--- src/rtl/emgr_pkg.sv ---
package emgr_pkg;

  // Register offsets on the serial configuration port
  localparam logic [7:0] ADDR_ENERGY3   = 8'h01;
  localparam logic [7:0] ADDR_ENERGY2   = 8'h02;
  localparam logic [7:0] ADDR_ENERGY1   = 8'h03;
  localparam logic [7:0] ADDR_ENERGY0   = 8'h04;
  localparam logic [7:0] ADDR_VCAP_ACT  = 8'h05;
  localparam logic [7:0] ADDR_VCAP_TGT  = 8'h06;
  localparam logic [7:0] ADDR_OPT_UPPER = 8'h07;
  localparam logic [7:0] ADDR_MODE_CMD  = 8'h08;
  localparam logic [7:0] ADDR_THR_CUR   = 8'h0a;
  localparam logic [7:0] ADDR_WARN      = 8'h0b;
  localparam logic [7:0] ADDR_BAL_LIM   = 8'h0c;
  localparam logic [7:0] ADDR_MARGIN    = 8'h0d;

  // Field positions
  localparam int VCAPMAX_BIT   = 4;
  localparam int VMIN_LSB      = 0;
  localparam int VMIN_W        = 3;
  localparam int HIZ_BIT       = 4;
  localparam int ICH_LSB       = 5;
  localparam int ICH_W         = 3;
  localparam int VEW_LSB       = 0;
  localparam int VEW_W         = 4;
  localparam int EW_EN_BIT     = 4;
  localparam int OPT_UP_LSB    = 0;
  localparam int OPT_UP_W      = 2;
  localparam int OPT_LO_LSB    = 4;
  localparam int OPT_LO_W      = 4;
  localparam int MARGIN_LSB    = 0;
  localparam int MARGIN_W      = 2;
  localparam int VCODE_W       = 5;
  localparam int BYTE_W        = 8;
  localparam int PROFILE_W     = 6;

  // Reset values
  localparam logic [VMIN_W-1:0]   VMIN_RST    = 3'h0;
  localparam logic [ICH_W-1:0]    ICH_RST     = 3'h2;
  localparam logic [VEW_W-1:0]    VEW_RST     = 4'h0;
  localparam logic [OPT_UP_W-1:0] OPT_UP_RST  = 2'h0;
  localparam logic [OPT_LO_W-1:0] OPT_LO_RST  = 4'h0;
  localparam logic [MARGIN_W-1:0] MARGIN_RST  = 2'h3;
  localparam logic [VCODE_W-1:0]  VCODE_RST   = 5'h00;
  localparam logic [PROFILE_W-1:0] PROFILE_FIXED = 6'h00;

  // Largest legal codes
  localparam logic [ICH_W-1:0]    ICH_MAX     = 3'h4;
  localparam logic [VMIN_W-1:0]   VMIN_MAX    = 3'h4;
  localparam logic [VEW_W-1:0]    VEW_MAX     = 4'h9;

  // Voltage scale codes (shared five-bit storage voltage scale)
  localparam logic [VCODE_W-1:0]  VC_2V19     = 5'h0c;
  localparam logic [VCODE_W-1:0]  VC_2V60     = 5'h0e;
  localparam logic [VCODE_W-1:0]  VC_2V95     = 5'h10;
  localparam logic [VCODE_W-1:0]  VC_4V95     = 5'h1c;
  localparam logic [VCODE_W-1:0]  VC_5V54     = 5'h1f;
  localparam logic [VCODE_W-1:0]  VC_BELOW    = 5'h02;

  // Optimization margin codes
  localparam logic [MARGIN_W-1:0] MARGIN_MIN   = 2'h0;
  localparam logic [MARGIN_W-1:0] MARGIN_NOM   = 2'h1;
  localparam logic [MARGIN_W-1:0] MARGIN_SAFE  = 2'h2;
  localparam logic [MARGIN_W-1:0] MARGIN_EXTRA = 2'h3;

  localparam logic [BYTE_W-1:0]   BYTE_ZERO   = 8'h00;

endpackage : emgr_pkg

--- src/rtl/gauge_if.sv ---
`timescale 1ns/1ns
interface gauge_if #(
  parameter int CNT_W = 32
);
  logic             clear;
  logic             tick;
  logic [CNT_W-1:0] count;

  modport ctrl  (output clear, output tick, input count);
  modport gauge (input clear, input tick, output count);
endinterface : gauge_if

--- src/rtl/energy_manager_config_status_regs.sv ---
`timescale 1ns/1ns
// Functional notes
// - Balance/limit bit 4 picks max storage voltage: 0 is 4.95 V, 1 is 5.54 V.
// - Threshold bits 2:0 pick battery minimum 2.4 to 3.2 V, default 000.
// - Bits 7:5 pick charge current 2/4/8/16 mA or 50 mA emergency, default 010.
// - Warning bits 3:0 pick early-warning level 2.4 to 4.3 V, default 0000.
// - Warning bit 4 enables the early-warning comparator.
// - Threshold bit 4 set floats high-side output in standby and active.
// - Profile index is reg 7 bits 1:0 over reg 8 bits 7:4; zero is fixed.
// - Margin bits 1:0 target 2.19, 2.6 or 2.95 V; default 11.
// - Energy count reads MSB at register 1 through LSB at register 4.
// - Energy count clears when the next charge cycle begins.
// - Actual voltage code updates only in charge and active states.
// - Target end-of-charge code loads when the charge state begins.
// - Both voltage codes share one five-bit monotonic scale up to 5.54 V.
module energy_manager_config_status_regs #(
  parameter int CNT_W = 32
) (
  // Clock, reset, enable
  input  wire logic                               sys_clk,
  input  wire logic                               rst_n,
  input  wire logic                               ce,
  // Byte register port from the serial front end
  input  wire logic                               reg_wr,
  input  wire logic                               reg_rd,
  input  wire logic [7:0]                         reg_addr,
  input  wire logic [emgr_pkg::BYTE_W-1:0]        reg_wdata,
  output logic      [emgr_pkg::BYTE_W-1:0]        reg_rdata,
  output logic                                    reg_rvalid,
  // Device state and measurement
  input  wire logic                               charge_state,
  input  wire logic                               active_state,
  input  wire logic                               standby_state,
  input  wire logic                               charge_start,
  input  wire logic                               energy_tick,
  input  wire logic [emgr_pkg::VCODE_W-1:0]       vcap_code_pin,
  input  wire logic [emgr_pkg::VCODE_W-1:0]       chend_code,
  // Configuration to the analog side
  output logic                                    vcap_max_high,
  output logic      [emgr_pkg::VCODE_W-1:0]       vcap_max_code,
  output logic      [emgr_pkg::VMIN_W-1:0]        vmin_code,
  output logic      [emgr_pkg::ICH_W-1:0]         ich_code,
  output logic      [emgr_pkg::VEW_W-1:0]         vew_code,
  output logic                                    ew_enable,
  output logic                                    high_side_hiz,
  output logic      [emgr_pkg::PROFILE_W-1:0]     profile_index,
  output logic                                    fixed_mode,
  output logic      [emgr_pkg::MARGIN_W-1:0]      opt_margin,
  output logic      [emgr_pkg::VCODE_W-1:0]       margin_target_code,
  output logic                                    cfg_misuse
);

  // Address match for one register; the enable and write or read gating come from wr_go or rd_go
  function automatic logic hit(input logic [7:0] a, input logic [7:0] off);
    hit = (a == off);
  endfunction : hit

  logic                            wr_go;
  logic                            rd_go;
  logic                            vcap_max_q;
  logic [emgr_pkg::VMIN_W-1:0]     vmin_q;
  logic [emgr_pkg::ICH_W-1:0]      ich_q;
  logic                            hiz_q;
  logic [emgr_pkg::VEW_W-1:0]      vew_q;
  logic                            ew_en_q;
  logic [emgr_pkg::OPT_UP_W-1:0]   opt_up_q;
  logic [emgr_pkg::OPT_LO_W-1:0]   opt_lo_q;
  logic [emgr_pkg::MARGIN_W-1:0]   margin_q;
  logic [emgr_pkg::VCODE_W-1:0]    vcap_meta_q;
  logic [emgr_pkg::VCODE_W-1:0]    vcap_sync_q;
  logic [emgr_pkg::VCODE_W-1:0]    vcap_prev_q;
  logic [emgr_pkg::VCODE_W-1:0]    vcap_act_q;
  logic [emgr_pkg::VCODE_W-1:0]    vcap_tgt_q;
  logic [CNT_W-1:0]                snap_q;
  logic [emgr_pkg::BYTE_W-1:0]     rdata_q;
  logic                            rvalid_q;
  logic                            misuse_q;
  logic [emgr_pkg::BYTE_W-1:0]     rdata_d;

  gauge_if #(.CNT_W(CNT_W)) gif ();

  assign wr_go = ce && reg_wr;
  assign rd_go = ce && reg_rd;

  energy_gauge #(.CNT_W(CNT_W)) u_gauge (
    .sys_clk (sys_clk),
    .rst_n   (rst_n),
    .ce      (ce),
    .gif     (gif.gauge)
  );

  assign gif.clear = charge_start;
  assign gif.tick  = energy_tick;

  // Threshold/current register
  always_ff @(posedge sys_clk or negedge rst_n) begin
    if (!rst_n) begin
      vmin_q <= emgr_pkg::VMIN_RST;
      ich_q  <= emgr_pkg::ICH_RST;
      hiz_q  <= 1'b0;
    end else if (wr_go && hit(reg_addr, emgr_pkg::ADDR_THR_CUR)) begin
      vmin_q <= reg_wdata[emgr_pkg::VMIN_LSB +: emgr_pkg::VMIN_W];
      ich_q  <= reg_wdata[emgr_pkg::ICH_LSB +: emgr_pkg::ICH_W];
      hiz_q  <= reg_wdata[emgr_pkg::HIZ_BIT];
    end
  end

  // Warning register
  always_ff @(posedge sys_clk or negedge rst_n) begin
    if (!rst_n) begin
      vew_q   <= emgr_pkg::VEW_RST;
      ew_en_q <= 1'b0;
    end else if (wr_go && hit(reg_addr, emgr_pkg::ADDR_WARN)) begin
      vew_q   <= reg_wdata[emgr_pkg::VEW_LSB +: emgr_pkg::VEW_W];
      ew_en_q <= reg_wdata[emgr_pkg::EW_EN_BIT];
    end
  end

  // Balance/limit register; balance fields live elsewhere
  always_ff @(posedge sys_clk or negedge rst_n) begin
    if (!rst_n) begin
      vcap_max_q <= 1'b0;
    end else if (wr_go && hit(reg_addr, emgr_pkg::ADDR_BAL_LIM)) begin
      vcap_max_q <= reg_wdata[emgr_pkg::VCAPMAX_BIT];
    end
  end

  // Profile index halves; mode bits of the command byte are not kept here
  always_ff @(posedge sys_clk or negedge rst_n) begin
    if (!rst_n) begin
      opt_up_q <= emgr_pkg::OPT_UP_RST;
      opt_lo_q <= emgr_pkg::OPT_LO_RST;
    end else if (wr_go) begin
      if (hit(reg_addr, emgr_pkg::ADDR_OPT_UPPER)) begin
        opt_up_q <= reg_wdata[emgr_pkg::OPT_UP_LSB +: emgr_pkg::OPT_UP_W];
      end
      if (hit(reg_addr, emgr_pkg::ADDR_MODE_CMD)) begin
        opt_lo_q <= reg_wdata[emgr_pkg::OPT_LO_LSB +: emgr_pkg::OPT_LO_W];
      end
    end
  end

  // Margin register
  always_ff @(posedge sys_clk or negedge rst_n) begin
    if (!rst_n) begin
      margin_q <= emgr_pkg::MARGIN_RST;
    end else if (wr_go && hit(reg_addr, emgr_pkg::ADDR_MARGIN)) begin
      margin_q <= reg_wdata[emgr_pkg::MARGIN_LSB +: emgr_pkg::MARGIN_W];
    end
  end

  // Sticky flag for current and margin codes the host must not use; diagnostic only
  always_ff @(posedge sys_clk or negedge rst_n) begin
    if (!rst_n) begin
      misuse_q <= 1'b0;
    end else if (ce && ((ich_q > emgr_pkg::ICH_MAX) ||
                        (margin_q == emgr_pkg::MARGIN_MIN))) begin
      misuse_q <= 1'b1;
    end
  end

  // Converter code comes from the analog domain
  always_ff @(posedge sys_clk or negedge rst_n) begin
    if (!rst_n) begin
      vcap_meta_q <= emgr_pkg::VCODE_RST;
      vcap_sync_q <= emgr_pkg::VCODE_RST;
    end else if (ce) begin
      vcap_meta_q <= vcap_code_pin;
      vcap_sync_q <= vcap_meta_q;
    end
  end

  // Multi-bit code may be caught mid-change; take it only once two samples agree
  always_ff @(posedge sys_clk or negedge rst_n) begin
    if (!rst_n) begin
      vcap_prev_q <= emgr_pkg::VCODE_RST;
    end else if (ce) begin
      vcap_prev_q <= vcap_sync_q;
    end
  end

  // Leakage decay in standby must not show, so hold outside charge/active
  always_ff @(posedge sys_clk or negedge rst_n) begin
    if (!rst_n) begin
      vcap_act_q <= emgr_pkg::VCODE_RST;
    end else if (ce && (charge_state || active_state) && (vcap_sync_q == vcap_prev_q)) begin
      vcap_act_q <= vcap_sync_q;
    end
  end

  always_ff @(posedge sys_clk or negedge rst_n) begin
    if (!rst_n) begin
      vcap_tgt_q <= emgr_pkg::VCODE_RST;
    end else if (ce && charge_start) begin
      vcap_tgt_q <= chend_code;
    end
  end

  // Snapshot on the MSB read keeps the four bytes coherent
  always_ff @(posedge sys_clk or negedge rst_n) begin
    if (!rst_n) begin
      snap_q <= '0;
    end else if (rd_go && hit(reg_addr, emgr_pkg::ADDR_ENERGY3)) begin
      snap_q <= gif.count;
    end else if (ce && charge_start) begin
      snap_q <= '0;
    end
  end

  always_comb begin
    rdata_d = emgr_pkg::BYTE_ZERO;
    unique case (reg_addr)
      emgr_pkg::ADDR_ENERGY3:  rdata_d = gif.count[31:24];
      emgr_pkg::ADDR_ENERGY2:  rdata_d = snap_q[23:16];
      emgr_pkg::ADDR_ENERGY1:  rdata_d = snap_q[15:8];
      emgr_pkg::ADDR_ENERGY0:  rdata_d = snap_q[7:0];
      emgr_pkg::ADDR_VCAP_ACT: rdata_d = {3'h0, vcap_act_q};
      emgr_pkg::ADDR_VCAP_TGT: rdata_d = {3'h0, vcap_tgt_q};
      default:                 rdata_d = emgr_pkg::BYTE_ZERO;
    endcase
  end

  always_ff @(posedge sys_clk or negedge rst_n) begin
    if (!rst_n) begin
      rdata_q  <= emgr_pkg::BYTE_ZERO;
      rvalid_q <= 1'b0;
    end else if (ce) begin
      rvalid_q <= reg_rd;
      if (reg_rd) begin
        rdata_q <= rdata_d;
      end
    end
  end

  assign reg_rdata     = rdata_q;
  assign reg_rvalid    = rvalid_q;
  assign vcap_max_high = vcap_max_q;
  assign vcap_max_code = vcap_max_q ? emgr_pkg::VC_5V54 : emgr_pkg::VC_4V95;
  assign vmin_code     = vmin_q;
  assign ich_code      = ich_q;
  assign vew_code      = vew_q;
  assign ew_enable     = ew_en_q;
  assign high_side_hiz = hiz_q && (standby_state || active_state);
  assign profile_index = {opt_up_q, opt_lo_q};
  assign fixed_mode    = (profile_index == emgr_pkg::PROFILE_FIXED);
  assign opt_margin    = margin_q;
  assign cfg_misuse    = misuse_q;

  always_comb begin
    margin_target_code = emgr_pkg::VC_2V95;
    unique case (margin_q)
      emgr_pkg::MARGIN_NOM:   margin_target_code = emgr_pkg::VC_2V19;
      emgr_pkg::MARGIN_SAFE:  margin_target_code = emgr_pkg::VC_2V60;
      emgr_pkg::MARGIN_EXTRA: margin_target_code = emgr_pkg::VC_2V95;
      emgr_pkg::MARGIN_MIN:   margin_target_code = emgr_pkg::VC_BELOW;
    endcase
  end
endmodule : energy_manager_config_status_regs

--- src/rtl/energy_gauge.sv ---
`timescale 1ns/1ns
module energy_gauge #(
  parameter int CNT_W = 32
) (
  // Clock and reset
  input wire logic sys_clk,
  input wire logic rst_n,
  input wire logic ce,
  // Counter link
  gauge_if.gauge   gif
);

  logic [CNT_W-1:0] count_q;

  // Clear beats a tick: a new cycle starts from nothing
  always_ff @(posedge sys_clk or negedge rst_n) begin
    if (!rst_n) begin
      count_q <= '0;
    end else if (ce) begin
      if (gif.clear) begin
        count_q <= '0;
      end else if (gif.tick) begin
        count_q <= count_q + {{(CNT_W-1){1'b0}}, 1'b1};
      end
    end
  end

  assign gif.count = count_q;

endmodule : energy_gauge

--- config.mk ---
export PLATFORM = sky130hd
export DESIGN_NAME = energy_manager_config_status_regs
export DESIGN_NICKNAME = d
export VERILOG_FILES = /design/src/rtl/emgr_pkg.sv /design/src/rtl/gauge_if.sv /design/src/rtl/energy_manager_config_status_regs.sv /design/src/rtl/energy_gauge.sv
export SDC_FILE = /design/constraint.sdc
export NUM_CORES = 1
export LEC_CHECK = 0
export BUFFER_PORTS_ARGS = -buffer_cell sky130_fd_sc_hd__buf_2
export CORE_MARGIN = 2
export CORE_UTILIZATION = 61
export DETAILED_ROUTE_END_ITERATION = 7
export GPL_ROUTABILITY_DRIVEN = 0
export PLACE_DENSITY = 0.84
export SLEW_MARGIN = 10
export SYNTH_ARGS = -nofsm -noshare
export SYNTH_HDL_FRONTEND = slang
export SYNTH_SLANG_ARGS = --single-unit
--- constraint.sdc ---
create_clock -name sys_clk -period 5.29 [get_ports sys_clk]
set_clock_uncertainty 0.15 [all_clocks]
set_input_delay 0.529 -clock sys_clk [delete_from_list [all_inputs] [get_ports sys_clk]]
set_output_delay 0.529 -clock sys_clk [all_outputs]
set_load 0.05 [all_outputs]
Word level (Yosys, flattened, before mapping)
Index checks and enable logic that the tools add are counted.
Storage, ports and cells
  output and inout bits: 42
  word-level logic and storage cells: 67
  register bits after elaboration: 112
Operators by class
  reduce and logical (&&, ||, !) cells: 23
  $add $sub $neg: 1
  equal/unequal tests: 16
  multiplexer cells: 7
  order comparisons: 1
Operators by type and width (number)
  32-bit two-way mux: 2
  24-bit two-way mux: 2
  8-bit one-hot mux with 6 select lines: 1
  8-bit by 4-bit equality test with 1-bit output (second input constant): 5
  32-bit by 1-bit adder with 32-bit output (second input constant): 1
  8-bit by 3-bit equality test with 1-bit output (second input constant): 4
  5-bit one-hot mux with 4 select lines: 1
  8-bit by 2-bit equality test with 1-bit output (second input constant): 2
  1-bit logical AND: 12
  8-bit by 1-bit equality test with 1-bit output (second input constant): 1
  2-bit AND reduction: 4
  6-bit zero test: 1
  5-bit equality test: 1
  2-bit equality test (second input constant): 2
  2-bit nonzero test: 2
  3-bit > comparator (second input constant): 1
  1-bit logical OR: 3
  2-bit by 1-bit equality test with 1-bit output (second input constant): 1
  2-bit zero test: 1
  2-bit two-way mux: 1

Longest topological paths before layout
Gate-level depths: netlist of the first run.
  depth after elaboration: 3
  gate-level depth with buffers: 8
  gate-level depth less buffers: 6

Cells and area by module
A second synthesis of the first run with hierarchy kept.
Second synthesis, totals
  cell total of the unflattened synthesis: 519
  area total of the unflattened synthesis: 5530.3 µm²
Modules (own cells, without submodules)
  energy_manager_config_status_regs: area each 3726.1 µm², cells each 324, sequential area each 2005.7 µm², instances 1
  energy_gauge: area each 1804.2 µm², cells each 195, sequential area each 800.8 µm², instances 1

Worst setup path before layout of the first run
Ideal clock, no wire load.
  path kind: register -> output
  from: reg opt_lo_q[3] (netlist name)
  to: out fixed_mode
  buffers on the path: 0
  arrival time: 2.174 ns
  cell stages (with the launch flop): 3
  setup slack: 2.437 ns
  path through: dfrtp_1 or4_1 nor3_1
On the way
  longest elaborated chain between the ends: 1
Ends and longest elaborated chain
  start: declaration: RTL line energy_manager_config_status_regs.sv:67  | logic [emgr_pkg::OPT_LO_W-1:0] opt_lo_q;
  start signal: assignment: RTL line energy_manager_config_status_regs.sv:132  | opt_lo_q <= emgr_pkg::OPT_LO_RST;
  start signal: assignment: RTL line energy_manager_config_status_regs.sv:138  | opt_lo_q <= reg_wdata[emgr_pkg::OPT_LO_LSB +: emgr_pkg::OPT_LO_W];
  6-bit zero test: RTL line energy_manager_config_status_regs.sv:245  | assign fixed_mode = (profile_index == emgr_pkg::PROFILE_FIXED);
  end: declaration: RTL line energy_manager_config_status_regs.sv:47  | output logic fixed_mode,
No other way between the ends.

Final worst setup path of the first run
  from: in ce
  to: reg snap_q[16]
On the way
  longest elaborated chain between the ends: 3
  elaborated cells between the ends (all ways): 5
  those cells by class: mux (1); reduce/logical (4)
Ends and longest elaborated chain
  start: declaration: RTL line energy_manager_config_status_regs.sv:22  | input wire logic ce,
  1-bit logical AND: RTL line energy_manager_config_status_regs.sv:83  | assign rd_go = ce && reg_rd;
  1-bit logical AND: RTL line energy_manager_config_status_regs.sv:203  | end else if (rd_go && hit(reg_addr, emgr_pkg::ADDR_ENERGY3)) begin
  24-bit two-way mux / 2-bit nonzero test (equally long branches)
  end signal: assignment: RTL line energy_manager_config_status_regs.sv:204  | snap_q <= gif.count;
  end: declaration: RTL line energy_manager_config_status_regs.sv:74  | logic [CNT_W-1:0] snap_q;
Parallel ways exist; a longest one is shown, timed or not.
A chain may end at the register's enable or synchronous reset.

==> impl_metrics.csv, run 1 <==
group,metric,value,unit
run_status,status,"complete, no violations",
floorplanning,die-area,9500,µm²
synth,synthAdderAreaFrac,0.00939,
synth,synth_top_family_by_area,"simple AND/OR/NAND/NOR gates",
critical_path,reg2reg_slack,2.96,ns
synth,synth_cell_types,49,
finish,num_antenna_cells,0,
critical_path,endpoint_kind,"register",
timing,finalCritPeriodShare,0.496,
clock_tree,cts_resized,0,
route,drt_pass1_iterations,5,
global_routing,grt_antenna_before_repair,0,
timing,rsz0062_at_grt,"no",
power_and_ir_drop,seq_power_share,0.580,
synth,synth-xor-area-share,0.0493,
place,numPortBuffers,73,
power_and_ir_drop,p_clk_frac,0.302,
global_routing,grt_max_degree,63,
route,finalWirelength,11200,µm
floorplanning,rows,34,
route,highest_layer,"met4",
timing,hold_violations,0,
floorplanning,pin_count,78,
floorplanning,start_util,0.620,
route,drtIter0Drc,288,
route,drtAntennaViolNets,0,
global_routing,grt_use_total,0.242,
route,met2_length,5280,µm
critical_path,worstPathCellList,"buf_2 -> nand2_1 -> or3b_1 -> nor3b_4 -> buf_4 -> o21ai_0",
clock_tree,cts-htree-levels,3,
global_routing,grt_pass1_wl,18800,µm
route,wirelength_met1,4930,µm
timing,fin_crit,2.62,ns
critical_path,worstSetupStartpointType,"input pin",
synth,ys_top_cells_by_count,"dfrtp_1 (109), nand2_1 (88), mux2_2 (50), o21ai_0 (38), nor2_1 (37)",
synth,synthMuxAreaShare,0.113,
clock_tree,clk_pin_slew,0.10,ns
synth,synth_top_area_frac,0.512,
critical_path,required,5.38,ns
critical_path,cpPeakStageDelay,0.58,ns
synth,ys_seq_area_frac,0.526,
power_and_ir_drop,p_per_area,276,nW/µm²
floorplanning,core,8590,µm²
synth,postSynthCellCount,512,
clock_tree,hold_buffers,0,
run,maxCapViolations,0,
synth,ys_warn_count,0,
power_and_ir_drop,p_leak,2.80,nW
synth,ys_seq_elements,112,
clock_tree,cts_buffers,9,
synth,synth-simple-area-share,0.178,
power_and_ir_drop,swShare,0.282,
route,vias_per_cell,5.89,
power_and_ir_drop,p_int,1.16,mW
global_routing,grt_pass1_vias,3888,
route,vias,4007,
place,place_ws,2.26,ns
critical_path,critical_path.top_delay_family,"simple AND/OR/NAND/NOR gates",
worst_hold_path,hold_class,"input pin to asynchronous set/reset pin",
clock_tree,root_buffer,"clkbuf_8",
critical_path,crit_slowest_cell,"or3b_1",
route,dr_wl_met3,663,µm
timing,fmax,381,MHz
critical_path,path_class,"input pin to register",
critical_path,cp_max_fo,48,
critical_path,crit_buf_inv,2,
clock_tree,post_cts_buffers,0,
finish,drive_gt1_frac,0.266,
synth,post-synth-top-area-cell,"dfrtp_1",
clock_tree,cts_tree,"yes",
power_and_ir_drop,power_frac_comb,0.119,
synth,synth_edf_count,0,
timing,fin_hold_ws,0.0228,ns
route,post-route-drc-count,0,
synth,yosysMostFrequentCell,"dfrtp_1",
floorplanning,die_w,97.5,µm
synth,synth_ff_type,"dfrtp_1",
timing,setup_tns,0,ns
place,postPlaceCellArea,5670,µm²
global_routing,grt_remaining_overflow,0,
synth,synth_compound_gate_area_share,0.0835,
finish,finalNetCount,607,
timing,tightest_slew,0.898,ns
synth,syn_area,5330,µm²
critical_path,cp.arrival,2.71,ns
timing,setup_ws,2.67,ns
synth,async_flop_share,1.00,
clock_tree,clkLatencyLatePin,0.37,ns
synth,synth_area_leaders,"dfrtp_1 (51%), mux2_2 (11%), nand2_1 (6.2%)",
power_and_ir_drop,max-vdd-ir-drop,0.165,mV
clock_tree,cts_sinks,112,
place,dp_hpwl,7950,µm
route,detail_route.wl_per_cell,16.5,µm
timing,drv_slew,0,
synth,syn_avg_cell_area,10.4,µm²
timing,relSlewSlack,0.396,
finish,fin_area,5860,µm²
power_and_ir_drop,switching_power,456,µW
clock_tree,clk_path_buf_depth,2,
timing,finalSetupViolations,0,
finish,area_growth,9.95,%
floorplanning,die_h,97.5,µm
[placed cells by master (no fill, tap or decap), types with 3 or more instances in the layout]
master / n
nor2b_1: 5
conb_1: 4
a211oi_1: 3
buf_2: 72
buf_4: 3
inv_1: 6
dfrtp_1: 109
nand2_1: 88
nor3_1: 9
xnor2_1: 8
ha_1: 4
nor2_1: 37
a21o_1: 3
clkbuf_8: 9
a22oi_1: 6
nor4_1: 5
or3_1: 3
nand4_1: 13
a221oi_1: 3
nand3_1: 11
mux2_2: 50
mux2i_1: 4
xor2_1: 22
o21ai_0: 38
and3_1: 9
dfstp_2: 3
a21oi_1: 12
[registers in the layout, indices dropped and copies added, names as in the netlist, 2 cells and up]
name,flops
u_gauge.gif.count,32
snap_q,24
reg_rdata,8
vcap_act_q,5
vcap_meta_q,5
vcap_prev_q,5
vcap_sync_q,5
vcap_tgt_q,5
opt_lo_q,4
vew_code,4
ich_code,3
vmin_code,3
opt_margin,2
opt_up_q,2
[layout make-up]
type,instances,area [µm²]
fillers,623,2730
well taps,108,135
repair buffers,75,383
flip-flops and latches,112,2810
inverters,6,22.5
clock inverters,7,63.8
multi-input cells,363,2330
clock buffers,9,124
[cell families (layout without fill, tap and decap cells)]
kind of cell    count (synthesis)  count (layout)
buf+inv                        39              97
compound gates                 74              74
flops                         112             112
xor+xnor                       30              30
simple gates                  197             197
other cells                     2               4
fa+ha+maj                       4               4
mux                            54              54
[per-layer routing]
layer / track usage / vias to the layer above
met5: 0 / -
li1: - / 1872
met4: 0.0972 / 0
met1: 0.346 / 1940
met3: 0.0302 / 33
met2: 0.379 / 162
[through the flow]
step	instances	utilization	total power, mW
2_1_floorplan	514	-	1.08
3_3_place_gp	664	0.660	1.14
3_5_place_dp	664	0.660	1.14
4_1_cts	680	0.682	1.62
5_1_grt	680	0.682	1.67
6_report	680	0.682	1.62
[power by group through the flow]
| stage | logic, mW | registers (mW) | clock network, mW |
|---|---|---|---|
| after floorplan | 0.118 | 0.961 | 0 |
| after global placement | 0.185 | 0.951 | 0 |
| after detailed placement | 0.192 | 0.953 | 0 |
| after CTS | 0.193 | 0.936 | 0.490 |
| after global routing | 0.209 | 0.942 | 0.524 |
| final | 0.191 | 0.937 | 0.487 |
[path summary, 6_finish.rpt]
check                                      startpoint               endpoint  depth (start not counted)
worst max-delay path                               ce             snap_q[16]                          6
worst min-delay path                            rst_n          vcap_tgt_q[0]                          1
worst max register to register  u_gauge.gif.count[10]  u_gauge.gif.count[25]                          5
worst min register to register             cfg_misuse             cfg_misuse                          1
max in group asynchronous                       rst_n  u_gauge.gif.count[27]                          2
min in group sys_clk                    chend_code[0]          vcap_tgt_q[0]                          3
Note: power is estimated with default switching activity, not from simulation.
==> run 2, diff against run 1 <==
--- a/config.mk
+++ b/config.mk
@@ -7,10 +7,10 @@
 export LEC_CHECK = 0
 export BUFFER_PORTS_ARGS = -buffer_cell sky130_fd_sc_hd__buf_2
 export CORE_MARGIN = 2
-export CORE_UTILIZATION = 61
+export CORE_UTILIZATION = 52
 export DETAILED_ROUTE_END_ITERATION = 7
 export GPL_ROUTABILITY_DRIVEN = 0
-export PLACE_DENSITY = 0.84
+export PLACE_DENSITY = 0.77
 export SLEW_MARGIN = 10
 export SYNTH_ARGS = -nofsm -noshare
 export SYNTH_HDL_FRONTEND = slang
==> constraint.sdc (replaced) <==
create_clock -name sys_clk -period 2.3 [get_ports sys_clk]
set_clock_uncertainty 0.15 [all_clocks]
set_input_delay 0.23 -clock sys_clk [delete_from_list [all_inputs] [get_ports sys_clk]]
set_output_delay 0.23 -clock sys_clk [all_outputs]
set_load 0.05 [all_outputs]
==> impl_metrics.csv, run 2 (synthesis results as in run 1) <==
group,metric,value,unit
global_routing,grt_antenna_before_repair,0,
critical_path,path_class,"register to register",
floorplanning,die_h,105,µm
finish,drive_gt1_frac,0.275,
floorplanning,rows,36,
critical_path,cp.arrival,2.29,ns
timing,hold_violations,0,
critical_path,critical_path.top_delay_family,"simple AND/OR/NAND/NOR gates",
clock_tree,cts_sinks,112,
run_status,status,"complete, no violations",
timing,setup_tns,0,ns
critical_path,crit_buf_inv,0,
power_and_ir_drop,max-vdd-ir-drop,0.328,mV
clock_tree,clk_pin_slew,0.10,ns
critical_path,crit_cells,4,
clock_tree,cts_tree,"yes",
floorplanning,die_w,105,µm
global_routing,grt_use_total,0.225,
route,drtAntennaViolNets,0,
clock_tree,post_cts_buffers,0,
timing,fmax,466,MHz
critical_path,r2r-end,"u_gauge.gif.count[13]",
clock_tree,clkLatencyLatePin,0.37,ns
clock_tree,cts_resized,0,
clock_tree,root_buffer,"clkbuf_8",
global_routing,grt_pass1_vias,4100,
power_and_ir_drop,p_per_area,599,nW/µm²
finish,finalNetCount,642,
critical_path,endpoint_kind,"register",
critical_path,crit_end,"u_gauge.gif.count[13]",
floorplanning,pin_count,78,
clock_tree,clk_path_buf_depth,2,
timing,tightest_slew,0.648,ns
floorplanning,start_util,0.540,
timing,fin_crit,2.15,ns
place,dp_hpwl,8500,µm
route,detail_route.wl_per_cell,15.9,µm
finish,final_common_cell,"dfrtp_1",
clock_tree,hold_buffers,20,
critical_path,worstPathCellList,"o2111ai_2 -> or4_1 -> or3_1 -> a21oi_1",
critical_path,crit_slowest_cell,"or4_1",
critical_path,startpoint,"u_gauge.gif.count[2]",
route,post-route-drc-count,0,
critical_path,worstSetupStartpointType,"register",
run,maxCapViolations,0,
power_and_ir_drop,p_leak,2.97,nW
finish,largest_register_ffs,32,
critical_path,cp_max_fo,8,
place,place_ws,0.199,ns
floorplanning,die-area,11100,µm²
critical_path,reg2reg_depth,4,
global_routing,grt_remaining_overflow,0,
finish,num_antenna_cells,0,
clock_tree,cts_buffers,9,
timing,rsz0062_at_grt,"no",
floorplanning,core,9860,µm²
timing,drv_slew,0,
critical_path,required,2.44,ns
timing,relSlewSlack,0.568,
global_routing,grt_pass1_wl,19900,µm
finish,layout_common_cells,"dfrtp_1 (109), nand2_1 (88), buf_2 (72)",
timing,finalSetupViolations,0,
timing,finalCritPeriodShare,0.933,
route,vias_per_cell,5.55,
clock_tree,cts-htree-levels,3,
global_routing,grt_max_degree,49,
route,vias,4106,
critical_path,cpPeakStageDelay,0.67,ns
route,finalWirelength,11700,µm
finish,area_growth,16.9,%
critical_path,reg2reg_slack,0.15,ns
timing,setup_ws,0.154,ns
place,numPortBuffers,73,
route,drtIter0Drc,407,
worst_hold_path,hold_class,"input pin to register",
route,drt_pass1_iterations,7,
critical_path,r2r-start,"u_gauge.gif.count[2]",
[run 2: cell count changes in the layout (fill, tap and decap cells not counted), sizes merged]
| cell | before | now |
|---|---|---|
| clkinv | 2 | 4 |
| buf | 75 | 90 |
| clkinvlp | 2 | 1 |
| clkbuf | 9 | 11 |
| inv | 9 | 6 |
| dlygate4sd3 | 0 | 20 |
[run 2: worst min path at each step]
stage / startpoint / endpoint / slack [ns] / depth (start not counted)
after floorplan: rst_n / cfg_misuse / -0.22 / 0
final: ce / reg_rvalid / 0.11 / 2
after global routing: ce / reg_rvalid / 0.11 / 2
after global placement: rst_n / u_gauge.gif.count[16] / 0.14 / 1
after CTS: ce / reg_rvalid / 0.09 / 2
after detailed placement: rst_n / snap_q[12] / 0.15 / 1
[run 2: per-stage QoR]
| stage | util | power, mW | std cells | area [µm²] | hold slack [ns] |
|---|---|---|---|---|---|
| 6_report | 0.632 | 3.73 | 740 | 6230 | 0.107 |
| 5_1_grt | 0.632 | 3.90 | 740 | 6230 | 0.112 |
| 4_1_cts | 0.632 | 3.76 | 740 | 6230 | 0.0860 |
| 3_5_place_dp | 0.593 | 2.66 | 704 | 5850 | 0.153 |
| 3_3_place_gp | 0.593 | 2.64 | 704 | 5850 | 0.142 |
| 2_1_floorplan | - | 2.48 | 514 | 5340 | -0.216 |
[run 2: worst reg2reg max path, cell delays in order (launching register included)]
cell       delay, ns
dfrtp_1         0.49
o2111ai_2       0.21
or4_1           0.67
or3_1           0.36
a21oi_1         0.18
[run 2: routing by layer]
metal  wire length [µm]  vias to the layer above  global-route usage
li1                   -                     1936                   -
met5                  0                        -                   0
met3                635                       22              0.0495
met2               5590                      134               0.362
met4                227                        0              0.0752
met1               5290                     2014               0.302
[run 2: final cells by class]
class                           instances  area [µm²]
Inverter                                6        22.5
Sequential cell                       112        2810
Timing Repair Buffer                  110         721
Fill cell                             781        3630
Clock inverter                          5        31.3
Multi-Input combinational cell        363        2330
Clock buffer                           11         151
Tap cell                              133         166
[run 2: report_power, final]
part,internal (mW),switching (mW)
Clock,0.450,0.643
Combinational,0.208,0.284
Sequential,2.08,0.0704
Total,2.74,0.997
==> run 3, diff against run 2 <==
--- a/config.mk
+++ b/config.mk
@@ -7,10 +7,9 @@
 export LEC_CHECK = 0
 export BUFFER_PORTS_ARGS = -buffer_cell sky130_fd_sc_hd__buf_2
 export CORE_MARGIN = 2
-export CORE_UTILIZATION = 52
+export CORE_UTILIZATION = 57
 export DETAILED_ROUTE_END_ITERATION = 7
-export GPL_ROUTABILITY_DRIVEN = 0
-export PLACE_DENSITY = 0.77
+export PLACE_DENSITY = 0.8
 export SLEW_MARGIN = 10
 export SYNTH_ARGS = -nofsm -noshare
 export SYNTH_HDL_FRONTEND = slang
==> constraint.sdc (replaced) <==
create_clock -name sys_clk -period 2.4 [get_ports sys_clk]
set_clock_uncertainty 0.15 [all_clocks]
set_input_delay 0.24 -clock sys_clk [delete_from_list [all_inputs] [get_ports sys_clk]]
set_output_delay 0.24 -clock sys_clk [all_outputs]
set_load 0.05 [all_outputs]
==> impl_metrics.csv, run 3 (synthesis results as in run 1) <==
group,metric,value,unit
timing,drv_slew,0,
timing,finalSetupViolations,0,
timing,setup_tns,0,ns
finish,fin_area,6200,µm²
floorplanning,rows,35,
global_routing,grt_remaining_overflow,0,
place,numPortBuffers,73,
critical_path,critical_path.top_delay_family,"simple AND/OR/NAND/NOR gates",
power_and_ir_drop,power_frac_comb,0.123,
clock_tree,cts_tree,"yes",
critical_path,endpoint_kind,"register",
timing,tightest_slew,0.569,ns
timing,hold_violations,0,
finish,utilization,0.678,
clock_tree,root_buffer,"clkbuf_8",
run,maxCapViolations,0,
critical_path,crit_slowest_cell,"or4_1",
power_and_ir_drop,seq_power_share,0.545,
timing,relSlewSlack,0.621,
place,dp_cells,679,
global_routing,grt_pass1_wl,18900,µm
finish,largest_register_ffs,32,
critical_path,path_class,"register to register",
route,vias,4156,
global_routing,grt_pass1_vias,3879,
global_routing,grt_antenna_before_repair,0,
route,drtIter0Drc,198,
power_and_ir_drop,p_int,2.79,mW
place,postPlaceCellArea,5810,µm²
critical_path,cp_max_fo,8,
run_status,status,"complete, no violations",
power_and_ir_drop,p_leak,2.96,nW
timing,finalCritPeriodShare,0.910,
clock_tree,cts_sinks,112,
worst_hold_path,hold_class,"input pin to register",
route,finalWirelength,11700,µm
critical_path,cpPeakStageDelay,0.70,ns
floorplanning,die_w,101,µm
route,post-route-drc-count,0,
route,vias_per_cell,5.84,
clock_tree,cts_buffers,9,
floorplanning,die_h,101,µm
critical_path,worstSetupStartpointType,"register",
critical_path,crit_buf_inv,0,
clock_tree,cts-htree-levels,3,
floorplanning,pin_count,78,
timing,fmax,458,MHz
floorplanning,die-area,10100,µm²
finish,final_common_cell,"dfrtp_1",
place,place_ws,0.246,ns
finish,area_growth,16.4,%
finish,drive_gt1_frac,0.273,
route,detail_route.wl_per_cell,16.5,µm
finish,fillCellCount,667,
power_and_ir_drop,p_clk_frac,0.332,
power_and_ir_drop,max-vdd-ir-drop,0.306,mV
route,drtAntennaViolNets,0,
floorplanning,core,9150,µm²
clock_tree,clk_pin_slew,0.10,ns
finish,finalNetCount,636,
clock_tree,cts_resized,0,
power_and_ir_drop,p_per_area,609,nW/µm²
clock_tree,clkLatencyLatePin,0.37,ns
place,gp_congestion,0.902,
place,dp_hpwl,8170,µm
critical_path,required,2.54,ns
critical_path,cp.arrival,2.33,ns
finish,finalNonFillerCells,712,
power_and_ir_drop,swShare,0.262,
finish,layout_common_cells,"dfrtp_1 (109), nand2_1 (88), buf_2 (72)",
floorplanning,start_util,0.583,
global_routing,grt_use_total,0.239,
power_and_ir_drop,switching_power,988,µW
timing,rsz0062_at_grt,"no",
global_routing,grt_max_degree,49,
finish,num_antenna_cells,0,
clock_tree,clk_path_buf_depth,2,
critical_path,worstPathCellList,"o2111ai_2 -> or4_1 -> or3_1 -> a21oi_1",
timing,setup_ws,0.216,ns
route,drt_pass1_iterations,5,
timing,fin_crit,2.18,ns
## run 3: changes by cell type in the layout (fill, tap and decap cells not counted), sizes merged
cell	change
clkbuf	-2
buf	-3
clkinv	-3
inv	+3
dlygate4sd3	-3
bufinv	+2
## run 3: final cells by class
class / instances / area, µm² / area share
tap: 111 / 139 / 0.0224
inverter: 6 / 22.5 / 0.00363
multi-input combinational: 363 / 2330 / 0.376
timing repair buffer: 104 / 681 / 0.110
clock inverter: 7 / 101 / 0.0163
sequential: 112 / 2810 / 0.452
clock buffer: 9 / 124 / 0.0200
## run 3: worst min-delay path, delay by kind of cell
family,cells,cell delay (ns)
AO/OA/AOI/OAI,1,0.07
buffers and inverters,1,0.11
AND/OR/NAND/NOR,1,0.07
## run 3: stage by stage
step / hold WS, ns / power (mW)
final: 0.00687 / 3.78
after global placement: 0.0419 / 2.53
after global routing: 0.0000368 / 3.92
after floorplan: -0.206 / 2.38
after CTS: 0.00107 / 3.80
after detailed placement: 0.0433 / 2.54
## run 3: worst paths after layout
| path | end | start | depth (start not counted) | slack (ns) |
|---|---|---|---|---|
| worst min-delay path | reg_rdata[7] | reg_rd | 3 | 0.007 |
| max in group asynchronous | ich_code[1] | rst_n | 3 | 1.26 |
| min in group asynchronous | vcap_tgt_q[0] | rst_n | 2 | 0.17 |
| worst min register to register | cfg_misuse | cfg_misuse | 1 | 0.33 |
| worst max register to register | u_gauge.gif.count[13] | u_gauge.gif.count[2] | 4 | 0.22 |
| worst max-delay path | u_gauge.gif.count[13] | u_gauge.gif.count[2] | 4 | 0.22 |
## run 3: power groups by stage
| stage | sequential (mW) | combinational (mW) | clock [mW] |
|---|---|---|---|
| after floorplan | 2.12 | 0.262 | 0 |
| after global placement | 2.09 | 0.435 | 0 |
| after detailed placement | 2.10 | 0.445 | 0 |
| after CTS | 2.06 | 0.468 | 1.27 |
| after global routing | 2.08 | 0.509 | 1.34 |
| final | 2.06 | 0.465 | 1.25 |
## run 3: repair_timing
item | 4_1_cts | 5_1_grt
endpoints found under the hold margin | 49 | 0
hold buffers | 17 | 0
setup buffers | 0 | 0
## run 3: per-layer routing
layer / vias to the layer above / routed length (µm) / global-route usage
li1: 1924 / - / -
met1: 2028 / 5140 / 0.332
met2: 174 / 5560 / 0.378
met3: 30 / 728 / 0.0430
met4: 0 / 290 / 0.0864
met5: - / 0 / 0
